$ cat src/core/conv_pkg.sv
// constants shared by the conversion handshake and its result buffer
package conv_pkg;
  localparam int unsigned RESULT_WIDTH   = 12;  // bits per converter word
  localparam int unsigned DIV_WIDTH      = 4;   // width of the divider setting
  localparam int unsigned COMP_COUNT     = 3;   // comparators
  localparam int unsigned SAMPLE_TICKS   = 10;  // divided ticks of sampling
  localparam int unsigned SAMPLE_SLACK   = 6;   // fabric cycles allowed on top
  localparam int unsigned CONVERT_TICKS  = 34;  // divided ticks of conversion
  localparam int unsigned CONVERT_SLACK  = 16;  // fabric cycles allowed on top
  localparam int unsigned SETTLE_CYCLES  = 8;   // quiet cycles after busy falls
  localparam int unsigned CAL_TICKS      = 16;  // divided ticks of calibration
  localparam int unsigned FIFO_DEPTH     = 8;   // result buffer entries
  localparam int unsigned CNT_WIDTH      = 6;   // phase counter width
  localparam int unsigned CAL_WIDTH      = 5;   // calibration counter width
  localparam int unsigned BOUND_WIDTH    = 10;  // phase length helper width
  localparam logic [CNT_WIDTH-1:0] SAMPLE_LAST  = CNT_WIDTH'(SAMPLE_TICKS - 1);
  localparam logic [CNT_WIDTH-1:0] CONVERT_LAST = CNT_WIDTH'(CONVERT_TICKS - 1);
  localparam logic [CNT_WIDTH-1:0] SETTLE_LAST  = CNT_WIDTH'(SETTLE_CYCLES - 1);
  localparam logic [CAL_WIDTH-1:0] CAL_LAST     = CAL_WIDTH'(CAL_TICKS - 1);
  localparam logic [RESULT_WIDTH-1:0] RESULT_RESET = 12'h000;  // words after reset
  localparam logic [2:0]           SYNC_RESET   = 3'h0;        // synchroniser reset
  // conversion sequencer states
  typedef enum logic [3:0] {
    ST_IDLE    = 4'h1,
    ST_SAMPLE  = 4'h2,
    ST_CONVERT = 4'h4,
    ST_SETTLE  = 4'h8
  } conv_state_type;
endpackage

$ cat src/core/stream_if.sv
// valid/ready word stream between the sequencer and its result buffer
`timescale 1ns/1ps
`default_nettype none
interface stream_if #(parameter int unsigned WIDTH = 8) ();
  logic             valid;  // word offered
  logic             ready;  // word accepted
  logic [WIDTH-1:0] data;   // word
  modport source (output valid, output data, input ready);
  modport sink   (input valid, input data, output ready);
endinterface
`default_nettype wire

$ cat src/core/dual_conv_handshake.sv
// conversion handshake, result buffer and comparators of a paired converter
`timescale 1ns/1ps
`default_nettype none
module dual_conv_handshake #(
  parameter logic [2:0] COMPARATOR_SOURCE = 3'h0  // 1 = dedicated input
) (
  input  wire logic                                 mclk,
  input  wire logic                                 srst,
  input  wire logic [conv_pkg::DIV_WIDTH-1:0]       converter_clock_divider,
  input  wire logic                                 start_conversion,
  input  wire logic                                 stop_conversion,
  input  wire logic                                 converter_reset_n,
  input  wire logic [conv_pkg::RESULT_WIDTH-1:0]    converter_a_sample,
  input  wire logic [conv_pkg::RESULT_WIDTH-1:0]    converter_b_sample,
  input  wire logic [conv_pkg::COMP_COUNT-1:0]      channel_compare_raw,
  input  wire logic [conv_pkg::COMP_COUNT-1:0]      dedicated_compare_raw,
  output logic                                      conversion_in_progress,
  output logic                                      end_of_conversion,
  output logic [conv_pkg::RESULT_WIDTH-1:0]         converter_a_result,
  output logic [conv_pkg::RESULT_WIDTH-1:0]         converter_b_result,
  output logic                                      calibration_ready,
  output logic [conv_pkg::COMP_COUNT-1:0]           compare_level,
  output logic [conv_pkg::COMP_COUNT-1:0]           compare_latched,
  output logic                                      result_valid,
  input  wire logic                                 result_ready,
  output logic [conv_pkg::RESULT_WIDTH-1:0]         first_result_word,
  output logic [conv_pkg::RESULT_WIDTH-1:0]         second_result_word
);
  import conv_pkg::*;

  // converter tick divider
  logic [DIV_WIDTH-1:0] div_q, div_d;   // cycle count within a tick
  logic [DIV_WIDTH-1:0] div_last;       // last count of a tick
  logic                 tick_q, tick_d; // one-cycle converter tick

  // a setting of zero behaves like one
  assign div_last = (converter_clock_divider == '0) ? '0 : converter_clock_divider - 1'b1;

  // tick every divider cycles
  always_comb begin
    div_d  = div_q + 1'b1;
    tick_d = 1'b0;
    if (div_q >= div_last) begin
      div_d  = '0;
      tick_d = 1'b1;  // phase free-runs against handshake
    end
  end

  always_ff @(posedge mclk) begin
    if (srst) begin
      div_q  <= '0;
      tick_q <= 1'b0;
    end else begin
      div_q  <= div_d;
      tick_q <= tick_d;
    end
  end

  // converter reset pin synchroniser
  logic [2:0] rsn_q, rsn_d;       // three flops, index 0 first
  logic       rsn_lvl_q, rsn_lvl_d; // agreed level
  logic       conv_reset;          // calibration and latches held clear

  always_comb begin
    rsn_d     = {rsn_q[1:0], converter_reset_n};
    rsn_lvl_d = (rsn_q[1] == rsn_q[2]) ? rsn_q[2] : rsn_lvl_q;
  end

  always_ff @(posedge mclk) begin
    if (srst) begin
      rsn_q     <= SYNC_RESET;
      rsn_lvl_q <= 1'b0;
    end else begin
      rsn_q     <= rsn_d;
      rsn_lvl_q <= rsn_lvl_d;
    end
  end

  assign conv_reset = !rsn_lvl_q;

  // calibration sequence
  logic [CAL_WIDTH-1:0] cal_q, cal_d; // ticks spent calibrating
  logic                 cal_rdy_q, cal_rdy_d;

  always_comb begin
    cal_d     = cal_q;
    cal_rdy_d = cal_rdy_q;
    if (conv_reset) begin  // calibration restarts
      cal_d     = '0;
      cal_rdy_d = 1'b0;
    end else if (!cal_rdy_q && tick_q) begin
      cal_d = cal_q + 1'b1;
      if (cal_q == CAL_LAST) begin
        cal_rdy_d = 1'b1;
      end
    end
  end

  always_ff @(posedge mclk) begin
    if (srst) begin
      cal_q     <= '0;
      cal_rdy_q <= 1'b0;
    end else begin
      cal_q     <= cal_d;
      cal_rdy_q <= cal_rdy_d;
    end
  end

  assign calibration_ready = cal_rdy_q;

  // result buffer
  stream_if #(.WIDTH(2 * RESULT_WIDTH)) push_if ();
  stream_if #(.WIDTH(2 * RESULT_WIDTH)) pop_if ();

  result_fifo #(
    .WIDTH (2 * RESULT_WIDTH),
    .DEPTH (FIFO_DEPTH)
  ) u_fifo (
    .mclk     (mclk),
    .srst     (srst),
    .in_port  (push_if),
    .out_port (pop_if)
  );

  // conversion sequencer
  conv_state_type          st_q, st_d;         // shared by both converters
  logic [CNT_WIDTH-1:0]    cnt_q, cnt_d;       // ticks or settle cycles
  logic [RESULT_WIDTH-1:0] cap_a_q, cap_a_d;   // held sample, converter a
  logic [RESULT_WIDTH-1:0] cap_b_q, cap_b_d;   // held sample, converter b
  logic [RESULT_WIDTH-1:0] res_a_q, res_a_d;   // published result a
  logic [RESULT_WIDTH-1:0] res_b_q, res_b_d;   // published result b
  logic                    eoc_q, eoc_d;       // done pulse
  logic                    start_ok;           // a start may be taken

  // buffer room stalls new starts, so a finished pair always fits
  assign start_ok = cal_rdy_q && push_if.ready && !stop_conversion;

  always_comb begin
    st_d    = st_q;
    cnt_d   = cnt_q;
    cap_a_d = cap_a_q;
    cap_b_d = cap_b_q;
    res_a_d = res_a_q;
    res_b_d = res_b_q;
    eoc_d   = 1'b0;
    // track both inputs throughout sampling, and in conversion while start is held
    if (st_q == ST_SAMPLE || (st_q == ST_CONVERT && start_conversion)) begin
      cap_a_d = converter_a_sample;  // one sequence for both
      cap_b_d = converter_b_sample;
    end
    unique case (st_q)
      ST_IDLE: begin
        // start sampled on the fabric clock
        if (start_conversion && start_ok) begin
          st_d  = ST_SAMPLE;
          cnt_d = '0;
        end
      end
      ST_SAMPLE: begin
        if (stop_conversion) begin  // abort
          st_d  = ST_SETTLE;
          cnt_d = '0;
        end else if (tick_q) begin
          if (cnt_q == SAMPLE_LAST) begin
            st_d  = ST_CONVERT;
            cnt_d = '0;
          end else begin
            cnt_d = cnt_q + 1'b1;
          end
        end
      end
      ST_CONVERT: begin
        // restarts are ignored here
        if (stop_conversion) begin  // abort, results kept
          st_d  = ST_SETTLE;
          cnt_d = '0;
        end else if (tick_q && !start_conversion) begin
          if (cnt_q == CONVERT_LAST) begin
            st_d    = ST_SETTLE;
            cnt_d   = '0;
            res_a_d = cap_a_q;  // both words with the pulse
            res_b_d = cap_b_q;
            eoc_d   = 1'b1;
          end else begin
            cnt_d = cnt_q + 1'b1;
          end
        end
      end
      ST_SETTLE: begin
        // quiet time before another start is taken
        if (cnt_q == SETTLE_LAST) begin
          st_d = ST_IDLE;
        end else begin
          cnt_d = cnt_q + 1'b1;
        end
      end
    endcase
  end

  always_ff @(posedge mclk) begin
    if (srst) begin
      st_q    <= ST_IDLE;
      cnt_q   <= '0;
      cap_a_q <= RESULT_RESET;
      cap_b_q <= RESULT_RESET;
      res_a_q <= RESULT_RESET;
      res_b_q <= RESULT_RESET;
      eoc_q   <= 1'b0;
    end else begin
      st_q    <= st_d;
      cnt_q   <= cnt_d;
      cap_a_q <= cap_a_d;
      cap_b_q <= cap_b_d;
      res_a_q <= res_a_d;
      res_b_q <= res_b_d;
      eoc_q   <= eoc_d;
    end
  end

  // handshake outputs, all on the fabric clock
  assign conversion_in_progress = (st_q == ST_CONVERT);
  assign end_of_conversion      = eoc_q;
  assign converter_a_result     = res_a_q;
  assign converter_b_result     = res_b_q;

  // each finished pair enters the buffer with the done pulse
  assign push_if.valid      = eoc_q;
  assign push_if.data       = {res_a_q, res_b_q};
  assign pop_if.ready       = result_ready;
  assign result_valid       = pop_if.valid;
  assign first_result_word  = pop_if.data[2*RESULT_WIDTH-1:RESULT_WIDTH];
  assign second_result_word = pop_if.data[RESULT_WIDTH-1:0];

  // comparators, one slice each
  for (genvar i = 0; i < COMP_COUNT; i++) begin : g_comp
    logic [2:0] s_q, s_d;     // pin synchroniser
    logic       lvl_q, lvl_d; // agreed level
    logic       lat_q, lat_d; // latched result
    logic       raw;          // chosen comparator output

    assign raw = COMPARATOR_SOURCE[i] ? dedicated_compare_raw[i] : channel_compare_raw[i];

    // level follows once second and third flops agree
    always_comb begin
      s_d   = {s_q[1:0], raw};
      lvl_d = (s_q[1] == s_q[2]) ? s_q[2] : lvl_q;
      lat_d = conv_reset ? 1'b0 : (lat_q | lvl_q);
    end

    always_ff @(posedge mclk) begin
      if (srst) begin
        s_q   <= SYNC_RESET;
        lvl_q <= 1'b0;
        lat_q <= 1'b0;
      end else begin
        s_q   <= s_d;
        lvl_q <= lvl_d;
        lat_q <= lat_d;
      end
    end

    assign compare_level[i]   = lvl_q;
    assign compare_latched[i] = lat_q;
  end

  // phase length helper for the timing checks
  logic [BOUND_WIDTH-1:0] samp_len_q, samp_len_d; // cycles in sampling
  logic [BOUND_WIDTH-1:0] conv_len_q, conv_len_d; // cycles converting, start low
  logic [BOUND_WIDTH-1:0] div_eff;                // divider as used

  assign div_eff = BOUND_WIDTH'(div_last) + 1'b1;

  always_comb begin
    samp_len_d = (st_q == ST_SAMPLE) ? samp_len_q + 1'b1 : '0;
    conv_len_d = conv_len_q;
    if (st_q != ST_CONVERT) begin
      conv_len_d = '0;
    end else if (!start_conversion) begin
      conv_len_d = conv_len_q + 1'b1;
    end
  end

  always_ff @(posedge mclk) begin
    if (srst) begin
      samp_len_q <= '0;
      conv_len_q <= '0;
    end else begin
      samp_len_q <= samp_len_d;
      conv_len_q <= conv_len_d;
    end
  end

  start_take_a: assert property (@(posedge mclk) disable iff (srst)
    (st_q == ST_IDLE && start_conversion && start_ok) |=> st_q == ST_SAMPLE)
    else $error("start not taken");
  busy_after_sample_a: assert property (@(posedge mclk) disable iff (srst)
    $rose(conversion_in_progress) |-> $past(st_q) == ST_SAMPLE && $past(tick_q))
    else $error("busy rose outside sampling");
  done_data_a: assert property (@(posedge mclk) disable iff (srst)
    end_of_conversion |-> converter_a_result == $past(cap_a_q)
      && converter_b_result == $past(cap_b_q) && $fell(conversion_in_progress))
    else $error("results not fresh with done");
  done_single_a: assert property (@(posedge mclk) disable iff (srst)
    end_of_conversion |=> !end_of_conversion ##1 !end_of_conversion)
    else $error("done pulse too long");
  no_restart_a: assert property (@(posedge mclk) disable iff (srst)
    conversion_in_progress |=> st_q != ST_SAMPLE)
    else $error("restart while busy");
  stop_abort_a: assert property (@(posedge mclk) disable iff (srst)
    (conversion_in_progress && stop_conversion) |=> !conversion_in_progress
      && !end_of_conversion && $stable(converter_a_result) && $stable(converter_b_result))
    else $error("stop did not abort cleanly");
  settle_gap_a: assert property (@(posedge mclk) disable iff (srst)
    $fell(conversion_in_progress) |-> (st_q == ST_SETTLE)[*8] ##1 st_q == ST_IDLE)
    else $error("settle time wrong");
  latch_clear_a: assert property (@(posedge mclk) disable iff (srst)
    conv_reset |=> compare_latched == '0 && !calibration_ready)
    else $error("latches not cleared");
  sample_bound_a: assert property (@(posedge mclk) disable iff (srst)
    $stable(converter_clock_divider) |->
      samp_len_q <= BOUND_WIDTH'(SAMPLE_TICKS) * div_eff + BOUND_WIDTH'(SAMPLE_SLACK))
    else $error("sampling phase too long");
  convert_bound_a: assert property (@(posedge mclk) disable iff (srst)
    $stable(converter_clock_divider) |->
      conv_len_q <= BOUND_WIDTH'(CONVERT_TICKS) * div_eff + BOUND_WIDTH'(CONVERT_SLACK))
    else $error("conversion phase too long");
endmodule
`default_nettype wire

$ cat src/core/result_fifo.sv
// parameterised first-in first-out buffer for result word pairs
`timescale 1ns/1ps
`default_nettype none
module result_fifo #(
  parameter int unsigned WIDTH = 24,
  parameter int unsigned DEPTH = 8
) (
  input  wire logic mclk,
  input  wire logic srst,
  stream_if.sink    in_port,
  stream_if.source  out_port
);
  import conv_pkg::*;
  localparam int unsigned AW = $clog2(DEPTH);

  logic [WIDTH-1:0] mem [DEPTH];           // storage
  logic [AW-1:0]    wr_q, wr_d, rd_q, rd_d; // pointers
  logic [AW:0]      cnt_q, cnt_d;           // fill level
  logic             push, pop;              // accepted moves

  // honest full and empty
  assign in_port.ready  = (cnt_q != (AW+1)'(DEPTH));
  assign out_port.valid = (cnt_q != '0);
  assign out_port.data  = mem[rd_q];
  assign push = in_port.valid && in_port.ready;
  assign pop  = out_port.valid && out_port.ready;

  // pointer and level next values
  always_comb begin
    wr_d  = push ? ((wr_q == AW'(DEPTH - 1)) ? '0 : wr_q + 1'b1) : wr_q;
    rd_d  = pop ? ((rd_q == AW'(DEPTH - 1)) ? '0 : rd_q + 1'b1) : rd_q;
    cnt_d = cnt_q;
    if (push && !pop) begin
      cnt_d = cnt_q + 1'b1;
    end else if (pop && !push) begin
      cnt_d = cnt_q - 1'b1;
    end
  end

  // pointer and level registers
  always_ff @(posedge mclk) begin
    if (srst) begin
      wr_q  <= '0;
      rd_q  <= '0;
      cnt_q <= '0;
    end else begin
      wr_q  <= wr_d;
      rd_q  <= rd_d;
      cnt_q <= cnt_d;
    end
  end

  // storage write
  always_ff @(posedge mclk) begin
    if (push) begin
      mem[wr_q] <= in_port.data;
    end
  end

  // a full buffer refuses, a lone push raises the fill level by one
  full_refuse_a: assert property (@(posedge mclk) disable iff (srst)
    cnt_q == (AW+1)'(DEPTH) |-> !in_port.ready)
    else $error("full buffer still ready");
  level_track_a: assert property (@(posedge mclk) disable iff (srst)
    (push && !pop) |=> cnt_q == $past(cnt_q) + 1'b1)
    else $error("fill level missed a push");
endmodule
`default_nettype wire

$ cat config.mk
export PLATFORM = sky130hd
export DESIGN_NAME = dual_conv_handshake
export DESIGN_NICKNAME = d
export VERILOG_FILES = /design/src/core/conv_pkg.sv /design/src/core/stream_if.sv /design/src/core/dual_conv_handshake.sv /design/src/core/result_fifo.sv
export SDC_FILE = /design/constraint.sdc
export NUM_CORES = 1
export LEC_CHECK = 0
export BUFFER_PORTS_ARGS = -buffer_cell sky130_fd_sc_hd__buf_2
export CAP_MARGIN = 20
export CORE_MARGIN = 10
export CORE_UTILIZATION = 48
export CTS_CLUSTER_SIZE = 8
export DETAILED_ROUTE_END_ITERATION = 6
export GPL_TIMING_DRIVEN = 1
export PLACE_DENSITY = 0.66
export SLEW_MARGIN = 5
export SYNTH_ARGS = -nofsm -noshare
export SYNTH_HDL_FRONTEND = slang
export SYNTH_HIERARCHICAL = 1
export SYNTH_SLANG_ARGS = --single-unit
$ cat constraint.sdc
create_clock -name mclk -period 7.04 [get_ports mclk]
set_input_delay 1.408 -clock mclk [delete_from_list [all_inputs] [get_ports mclk]]
set_output_delay 1.408 -clock mclk [all_outputs]
set_load 0.005 [all_outputs]
## Word level (Yosys, flattened, before mapping)

Memory sizes are Yosys's and may differ from the RTL's. A register that Yosys moved wholly into a read port is not among the register bits.
Cells that the tools add are included.

| word-level totals | value |
|---|---|
| RAM bits | 192 |
| memories | 1 |
| output and inout port bits | 58 |
| logic and storage cells | 119 |
| bits in registers | 99 |
| bits of input ports | 40 |

Memories:

| memory | depth | bits a word | rd ports | clocked after Yosys merged registers in | write ports | line | source |
|---|---|---|---|---|---|---|---|
| u_fifo.mem | 8 | 24 | 1 | 1 | 1 | result_fifo.sv:16 | `logic [WIDTH-1:0] mem [DEPTH];` |

| operators by class | value |
|---|---|
| equality and inequality tests | 22 |
| bitwise gates (word level) | 7 |
| $lt $le $gt $ge | 1 |
| add/subtract/negate cells | 8 |
| reductions and logical operators | 26 |
| muxes and demuxes | 29 |

Operators by type and width:

| operator | count |
|---|---|
| 6-bit two-way mux | 8 |
| 4-bit two-way mux | 11 |
| 6-bit case mux with 4 select lines | 1 |
| 4-bit case mux with 4 select lines | 1 |
| 3-bit two-way mux | 4 |
| 1-bit logical AND | 10 |
| 4-bit by 1-bit adder with 4-bit output, second input constant | 2 |
| 4-bit AND reduction | 2 |
| 4-bit by 1-bit subtractor with 4-bit output, second input constant | 2 |
| 3-bit by 1-bit adder with 3-bit output, second input constant | 2 |
| 6-bit by 1-bit adder with 6-bit output, second input constant | 1 |
| 3-bit equality test, second input constant | 2 |
| 6-bit by 3-bit equality test with 1-bit output, second input constant | 1 |
| 6-bit by 4-bit equality test with 1-bit output, second input constant | 1 |
| 6-bit equality test, second input constant | 1 |
| 2-bit inequality test, second input constant | 3 |
| 3-bit by 2-bit inequality test with 1-bit output, second input constant | 2 |
| 3-bit inequality test, second input constant | 2 |
| 6-bit AND reduction | 1 |
| 5-bit by 1-bit adder with 5-bit output, second input constant | 1 |
| 5-bit by 4-bit equality test with 1-bit output, second input constant | 1 |
| 1-bit zero test | 5 |
| 1-bit equality test | 4 |
| 4-bit by 1-bit equality test with 1-bit output, second input constant | 1 |
| 15 further kinds | 24 |

## Depth between registers and ports, before layout

Gate-level depths: netlist of run 1.

| depth | value |
|---|---|
| word-level depth | 6 |
| mapped depth | 10 |
| depth with buffers taken out | 10 |

## Modules after synthesis

The synthesis of run 1 kept the hierarchy.

By module, submodules not included:

| module | area an instance (µm²) | times used | cells an instance | seq. area each (µm²) |
|---|---|---|---|---|
| result_fifo | 7908.8 | 1 | 352 | 6025.8 |
| dual_conv_handshake | 3558.4 | 1 | 391 | 1781.7 |

## Worst setup path before layout of run 1

OpenSTA, ideal clock, no wires.

| timing | value |
|---|---|
| path type | register -> register |
| start point | reg u_fifo.cnt_q[0] |
| end point | mem u_fifo.mem[0][0], enable pin |
| buffers on the path | 0 |
| cell stages (with the launch flop) | 4 |
| library setup time | 0.466 ns |
| clock period less this slack | 3.456 ns |
| arrival time | 2.990 ns |
| data required time | 6.574 ns |
| setup slack | 3.584 ns |
| cells stage by stage | dfxtp_1 > or4b_1 > nand2_2 > nor4_1 |

| between the ends | value |
|---|---|
| longest elaborated chain between the ends | 4 |

Ends and longest elaborated chain:

| element | line | source |
|---|---|---|
| start: declaration | result_fifo.sv:18 | `logic [AW:0] cnt_q, cnt_d;` |
| start signal: assignment | result_fifo.sv:49 | `cnt_q <= cnt_d;` |
| 4-bit inequality test | result_fifo.sv:22 | `assign in_port.ready = (cnt_q != (AW+1)'(DEPTH));` |
| named net push_if.ready | stream_if.sv:6 | `logic ready;` |
| 1-bit logical AND | result_fifo.sv:25 | `assign push = in_port.valid && in_port.ready;` |
| 1-bit two-way mux | result_fifo.sv:55 | `if (push) begin` |
| 1-bit two-way mux (implied by the code) | result_fifo.sv:56 | `mem[wr_q] <= in_port.data;` |
| end: declaration | result_fifo.sv:16 |  |

The timed path passes the listed nets, and every way through them passes these cells.

==> results of run 1 <==
==> stage by stage <==
| stage | hold slack (ns) | utilization | cell area [sq um] |
|---|---|---|---|
| finish | 0.439 | 0.573 | 13400 |
| global placement | 0.420 | 0.521 | 12200 |
| floorplan | 0.414 | - | 11500 |
| global route | 0.454 | 0.573 | 13400 |
| CTS | 0.441 | 0.572 | 13400 |
| detailed placement | 0.430 | 0.521 | 12200 |
==> logic make-up (layout without fill, tap and decap cells) <==
logic type | after synthesis | after routing | synth area share
compound gates | 74 | 74 | 0.0408
xor+xnor | 8 | 8 | 0.00611
fa+ha+maj | 17 | 17 | 0.0192
buf+inv | 52 | 187 | 0.0240
flops | 294 | 294 | 0.681
mux | 102 | 102 | 0.148
simple gates | 196 | 196 | 0.0807
==> synthesized netlist by cell type (3+ instances only) <==
master | number | area (sq um)
or3_1 | 4 | 25.0
dfxtp_1 | 102 | 2040
ha_1 | 16 | 200
nand4_1 | 4 | 25.0
mux2_4 | 12 | 180
nand3_1 | 7 | 35.0
buf_4 | 6 | 45.0
edfxtp_1 | 192 | 5770
xnor2_1 | 4 | 35.0
nand2b_1 | 9 | 56.3
mux4_2 | 48 | 1080
nor3_1 | 8 | 40.0
a21oi_1 | 42 | 210
a211o_1 | 3 | 26.3
mux2i_1 | 27 | 270
nor2b_1 | 16 | 100
inv_1 | 8 | 30.0
nand2_1 | 69 | 259
mux2_2 | 15 | 169
xor2_1 | 4 | 35.0
and2_1 | 4 | 25.0
buf_2 | 14 | 70.1
a211oi_1 | 5 | 37.5
o21ai_0 | 7 | 35.0
nor2_1 | 57 | 214
clkbuf_1 | 19 | 71.3
==> registers in the layout, summed over array words and instances, names as in the netlist, named ones only <==
register            flops
u_fifo/wr_q             3
g_comp.lat_q            3
rsn_lvl_q               1
u_fifo/mem            192
cal_q                   5
st_q                    4
end_of_conversion       1
cnt_q                   6
rsn_q                   3
cap_b_q                12
u_fifo/rd_q             3
converter_a_result     12
cap_a_q                12
converter_b_result     12
g_comp.s_q              9
tick_q                  1
calibration_ready       1
div_q                   4
u_fifo/cnt_q            4
g_comp.lvl_q            3
==> worst paths after layout <==
check / slack (ns) / start / cells after the start / endpoint
worst min-delay path: 0.44 / rsn_q[0]$_SDFF_PP0_ / 1 / rsn_q[1]$_SDFF_PP0_
worst max-delay path: 3.05 / flop / 3 / first_result_word[10]
worst min register to register: 0.44 / rsn_q[0]$_SDFF_PP0_ / 1 / rsn_q[1]$_SDFF_PP0_
worst max register to register: 4.10 / u_fifo/cnt_q[1]$_SDFFE_PP0P_ / 10 / u_fifo/cnt_q[3]$_SDFFE_PP0P_
==> layout make-up <==
type                            instances  area (sq um)  area share
Clock inverter                          1          16.3     0.00121
Tap cell                              319           399      0.0297
Sequential cell                       294          7810       0.581
Timing Repair Buffer                  107           588      0.0437
Inverter                                9          33.8     0.00251
Multi-Input combinational cell        397          3430       0.255
Clock buffer                           70          1170      0.0867
==> power by group <==
group | internal (uW) | switching, uW
clock network | 1110 | 666
registers | 1830 | 8.96
logic | 29.5 | 36.5
==> layer usage <==
metal  up-vias  track usage  part of all wire
li1       3000            -                 -
met1      3311        0.198              0.44
met2       171        0.262              0.49
met3        35       0.0373             0.056
met4         2       0.0519             0.018
met5         -            0           0.00029
==> cells in the final DEF, fill, tap and decap left out, types with 27 or more instances in the layout <==
cell         n
edfxtp_1   192
dfxtp_1     99
buf_2       94
nand2_1     69
nor2_1      54
mux4_2      48
a21oi_1     42
clkbuf_16   42
mux2i_1     27
clkbuf_1    27
==> critical path, delay by kind of cell, from the launching register on <==
| kind | cells | cell delay, ns |
|---|---|---|
| multiplexers | 2 | 0.91 |
| flip-flops | 1 | 1.00 |
| buffers and inverters | 1 | 0.13 |
==> impl_metrics.json, run 1 <==
{
  "grt_pass1_vias": 7089,
  "dp_hpwl_um": 14400,
  "drtPass1Iterations": 4,
  "ys.flop_type": "edfxtp_1",
  "p_total_uw": 3680,
  "fin_crit_ns": 3.99,
  "grt_pass1_wl_um": 38300,
  "pre_cts_ws_ns": 3.50,
  "worstSetupPathType": "flop to output port",
  "ys_seq_area_frac": 0.681,
  "vias_per_cell": 5.45,
  "finClkSkew_ns": 0.0115,
  "layout-drive-gt1-share": 0.284,
  "ant_nets": 0,
  "nFillCells": 1840,
  "end_kind": "output port",
  "syn_area_sq_mm": 0.0115,
  "drc": 0,
  "syn_nets": 800,
  "crit_chain": "mux4_2, mux2_4, buf_2",
  "dp.cells": 1125,
  "status": "complete, no violations",
  "slowest_stage": "dfxtp_4",
  "syn_inst": 743,
  "via_count": 6519,
  "hold_viol": 0,
  "initial_core_util": 0.489,
  "antenna_cells": 0,
  "clock.fmax_mhz": 251,
  "avgSynthCellArea_sq_um": 15.4,
  "wirelength_um": 24000,
  "slew_headroom": 0.339,
  "numCtsBuffers": 42,
  "antenna_found_initial": 1,
  "nets": 908,
  "htreeDepth": 2,
  "dieArea_sq_mm": 0.0305,
  "io_buffers": 94,
  "ctsResizeCount": 0,
  "setup_viol": 0,
  "core_area_sq_mm": 0.0235,
  "layout_worst_path_cycle_share": 0.566,
  "crit_path_start_kind": "flop",
  "rsz0062_at_grt": "no",
  "cts_tree": "built",
  "insertion_delay_ns": 0.51,
  "hold_buffers": 0,
  "leakagePower_uw": 0.00403,
  "tightestPinTransition_ns": 0.992,
  "ys_types": 60,
  "cp.required_ns": 5.63,
  "overflow": 0,
  "cap_violations": 0,
  "clkTransAtPathRegs_ns": 0.05,
  "root_buffer": "clkbuf_16",
  "critPathMaxFanout": 48,
  "power_density_mw_per_mm2": 274,
  "final.setup.tns_ns": 0,
  "postCtsSetupBuffers": 0,
  "die_x_um": 175,
  "synth_edf_count": 192,
  "grtUsageTotal": 0.157,
  "final_cells": 1197,
  "rows": 56,
  "gp_congestion": 0.757,
  "cts.sinks": 294,
  "syn_to_final_growth_pct": 17.3,
  "crit_path_max_incr_delay_ns": 1.00,
  "drv_slew": 0,
  "grt_max_degree": 49,
  "drt_iter0_drc": 380,
  "synth_warnings": 6,
  "routedWlPerCell_um": 20.0,
  "ir_drop_v": 0.000146,
  "setup_slack_ns": 3.05,
  "critPathArrivalTime_ns": 2.58,
  "die_height_um": 175,
  "cts.path.max_buffers": 3,
  "ys_ff_latch": 294,
  "ioPinCount": 98,
  "hp-class": "flop to flop",
  "async_flop_share": 0
}
Note: power is estimated with default switching activity, not from simulation.
==> inputs of run 2 (changes only) <==
--- a/config.mk
+++ b/config.mk
@@ -5,6 +5,7 @@
 export SDC_FILE = /design/constraint.sdc
 export NUM_CORES = 1
 export LEC_CHECK = 0
+export ABC_AREA = 1
 export BUFFER_PORTS_ARGS = -buffer_cell sky130_fd_sc_hd__buf_2
 export CAP_MARGIN = 20
 export CORE_MARGIN = 10
@@ -12,7 +13,7 @@
 export CTS_CLUSTER_SIZE = 8
 export DETAILED_ROUTE_END_ITERATION = 6
 export GPL_TIMING_DRIVEN = 1
-export PLACE_DENSITY = 0.66
+export PLACE_DENSITY = 0.69
 export SLEW_MARGIN = 5
 export SYNTH_ARGS = -nofsm -noshare
 export SYNTH_HDL_FRONTEND = slang
==> constraint.sdc (replaced) <==
create_clock -name mclk -period 3.2 [get_ports mclk]
set_input_delay 0.64 -clock mclk [delete_from_list [all_inputs] [get_ports mclk]]
set_output_delay 0.64 -clock mclk [all_outputs]
set_load 0.005 [all_outputs]
==> run 2 against run 1 <==
Net effect:
- global-route usage rose by 0.68 points
- final cell count rose by 38%
- utilization fell by 0.88 points
- die area rose by 4.5%
- synthesized area rose by 5.1%
- worst setup slack got worse by 2.6 ns
- clock-buffer cell count fell by 16
- clock skew rose by 0.0029 ns
- synthesized cell count rose by 64%
- total power rose to 2.9 times the previous value
- non-clock buffer count rose by 7
- routed wire length rose by 10%
- critical endpoint is now first_result_word[4]
- largest cell class unchanged
==> impl_metrics.json, run 2 <==
{
  "die_height_um": 178,
  "core_area_sq_mm": 0.0245,
  "antenna_found_initial": 2,
  "final_cells": 1651,
  "crit_path_start_kind": "flop",
  "die_x_um": 178,
  "ys_seq_area_frac": 0.648,
  "ys_types": 32,
  "top_register": "u_fifo/mem",
  "avgSynthCellArea_sq_um": 9.89,
  "synth_edf_count": 192,
  "setup_slack_ns": 0.410,
  "critPathArrivalTime_ns": 2.15,
  "hold_buffers": 0,
  "ys_ff_latch": 294,
  "htreeDepth": 2,
  "clkTransAtPathRegs_ns": 0.05,
  "dp_hpwl_um": 16000,
  "grt_pass1_vias": 8181,
  "dieArea_sq_mm": 0.0319,
  "clock.fmax_mhz": 358,
  "wirelength_um": 26400,
  "layout_worst_path_cycle_share": 0.872,
  "synth.most_common_cell": "nor2_1",
  "insertion_delay_ns": 0.51,
  "grtUsageTotal": 0.164,
  "cp.required_ns": 2.56,
  "postCtsSetupBuffers": 0,
  "cts.sinks": 294,
  "status": "complete, no violations",
  "setup_viol": 0,
  "fin_worst_hold_slack_ns": 0.332,
  "dp.cells": 1595,
  "nFillCells": 2131,
  "ir_drop_v": 0.000407,
  "rows": 57,
  "final_cell_mix": "nor2_1, nand2_1, edfxtp_1",
  "synth_warnings": 6,
  "root_buffer": "clkbuf_16",
  "initial_core_util": 0.491,
  "layout.cells.most_common": "nor2_1",
  "rsz0062_at_grt": "no",
  "drt_iter0_drc": 746,
  "grt_pass1_wl_um": 42100,
  "syn_area_sq_mm": 0.0121,
  "async_flop_share": 0,
  "end_kind": "output port",
  "pre_cts_ws_ns": 0.902,
  "grt_max_degree": 92,
  "cts.path.max_buffers": 3,
  "ant_nets": 0,
  "leakagePower_uw": 0.00496,
  "slew_headroom": 0.337,
  "synthTopCellsByArea": "edfxtp_1, dfxtp_1, nor2_1",
  "worstSetupPathType": "flop to output port",
  "layout-drive-gt1-share": 0.143,
  "syn_to_final_growth_pct": 14.8,
  "synth_top_area_share": 0.478,
  "finClkSkew_ns": 0.0143,
  "final.setup.tns_ns": 0,
  "synth_area_leader_cell": "edfxtp_1",
  "critPathMaxFanout": 91,
  "overflow": 0,
  "drc": 0,
  "cts_tree": "built",
  "cap_violations": 0,
  "multi_input_area_sq_mm": 0.00351,
  "routedWlPerCell_um": 16.0,
  "drtPass1Iterations": 5,
  "io_buffers": 94,
  "power_density_mw_per_mm2": 776,
  "synthTopCellsByCount": "nor2_1, nand2_1, edfxtp_1, dfxtp_1, inv_1",
  "fin_crit_ns": 2.79,
  "drv_slew": 0,
  "vias_per_cell": 5.05,
  "syn_inst": 1219,
  "hp-class": "input port to flop",
  "syn_nets": 1276,
  "gp_congestion": 0.836,
  "seqCellArea_sq_mm": 0.00781,
  "nets": 1372,
  "largest_reg_flops": 192,
  "ys.flop_type": "edfxtp_1",
  "tightestPinTransition_ns": 0.994,
  "ctsResizeCount": 0,
  "numCtsBuffers": 42,
  "ioPinCount": 98,
  "hold_viol": 0,
  "via_count": 8331
}
[run 2: cell types whose count changed after synthesis, sizes merged, moves of 9 or more]
cell | previous run | this run
mux2i | 27 | 0
inv | 9 | 90
nand3 | 7 | 47
a21oi | 42 | 67
nand2b | 9 | 0
mux2 | 27 | 0
buf | 24 | 46
nor2b | 16 | 0
nand2 | 70 | 203
mux4 | 48 | 0
nor2 | 57 | 282
o21ai | 7 | 139
[run 2: metrics by stage]
step	area, sq um	power (uW)	util
after floorplan	12100	6240	-
after global placement	12700	6920	0.518
after detailed placement	12700	6980	0.518
after CTS	13800	10800	0.564
after global routing	13800	11300	0.564
final	13800	10700	0.564
[run 2: report_power, final]
group | switching (uW) | internal [uW] | leakage, uW
combinational | 1700 | 882 | 0.00225
sequential | 138 | 4180 | 0.00215
clock | 1430 | 2410 | 0.000553
total | 3270 | 7470 | 0.00496
[run 2: layer usage]
metal  part of all wire  vias up  GRT usage
met5            0.00076        -          0
met4              0.014        2     0.0403
met3              0.051       34     0.0353
met2               0.47      206      0.269
met1               0.47     3862      0.218
li1                   -     4227          -
[run 2: cells by family (layout without fill, tap and decap cells)]
family	after synthesis	count (layout)	share of synthesized area
buf+inv	152	259	0.0627
flops	294	294	0.648
other cells	0	1	0
compound gates	208	208	0.0870
fa+ha+maj	17	17	0.0183
xor+xnor	6	6	0.00436
simple gates	542	542	0.180
[run 2: path summary, 6_finish.rpt]
| kind | end | cells past startpoint | start | slack [ns] |
|---|---|---|---|---|
| worst max register to register | u_fifo/cnt_q[3]$_SDFFE_PP0P_ | 12 | u_fifo/cnt_q[1]$_SDFFE_PP0P_ | 0.86 |
| worst min register to register | g_comp[1].s_q[1]$_SDFF_PP0_ | 2 | g_comp[1].s_q[0]$_SDFF_PP0_ | 0.40 |
| worst min-delay path | g_comp[0].s_q[0]$_SDFF_PP0_ | 3 | channel_compare_raw[0] | 0.33 |
| worst max-delay path | first_result_word[4] | 8 | flop | 0.41 |
[run 2: worst max-delay path, stage by stage (launching register included)]
cell	delay (ns)
dfxtp_2	0.45
buf_12	0.35
nor2_1	0.10
nor2_1	0.13
o21ai_1	0.10
nand2_1	0.07
nand2_1	0.05
nand2_1	0.15
buf_2	0.14
[run 2: area by class of cell]
cell class                      count  area share
Tap cell                          324      0.0293
Multi-Input combinational cell    773       0.254
Antenna cell                        1    0.000181
Clock buffer                       54      0.0815
Sequential cell                   294       0.564
Timing Repair Buffer              114      0.0457
Inverter                           90      0.0246
Clock inverter                      1    0.000633
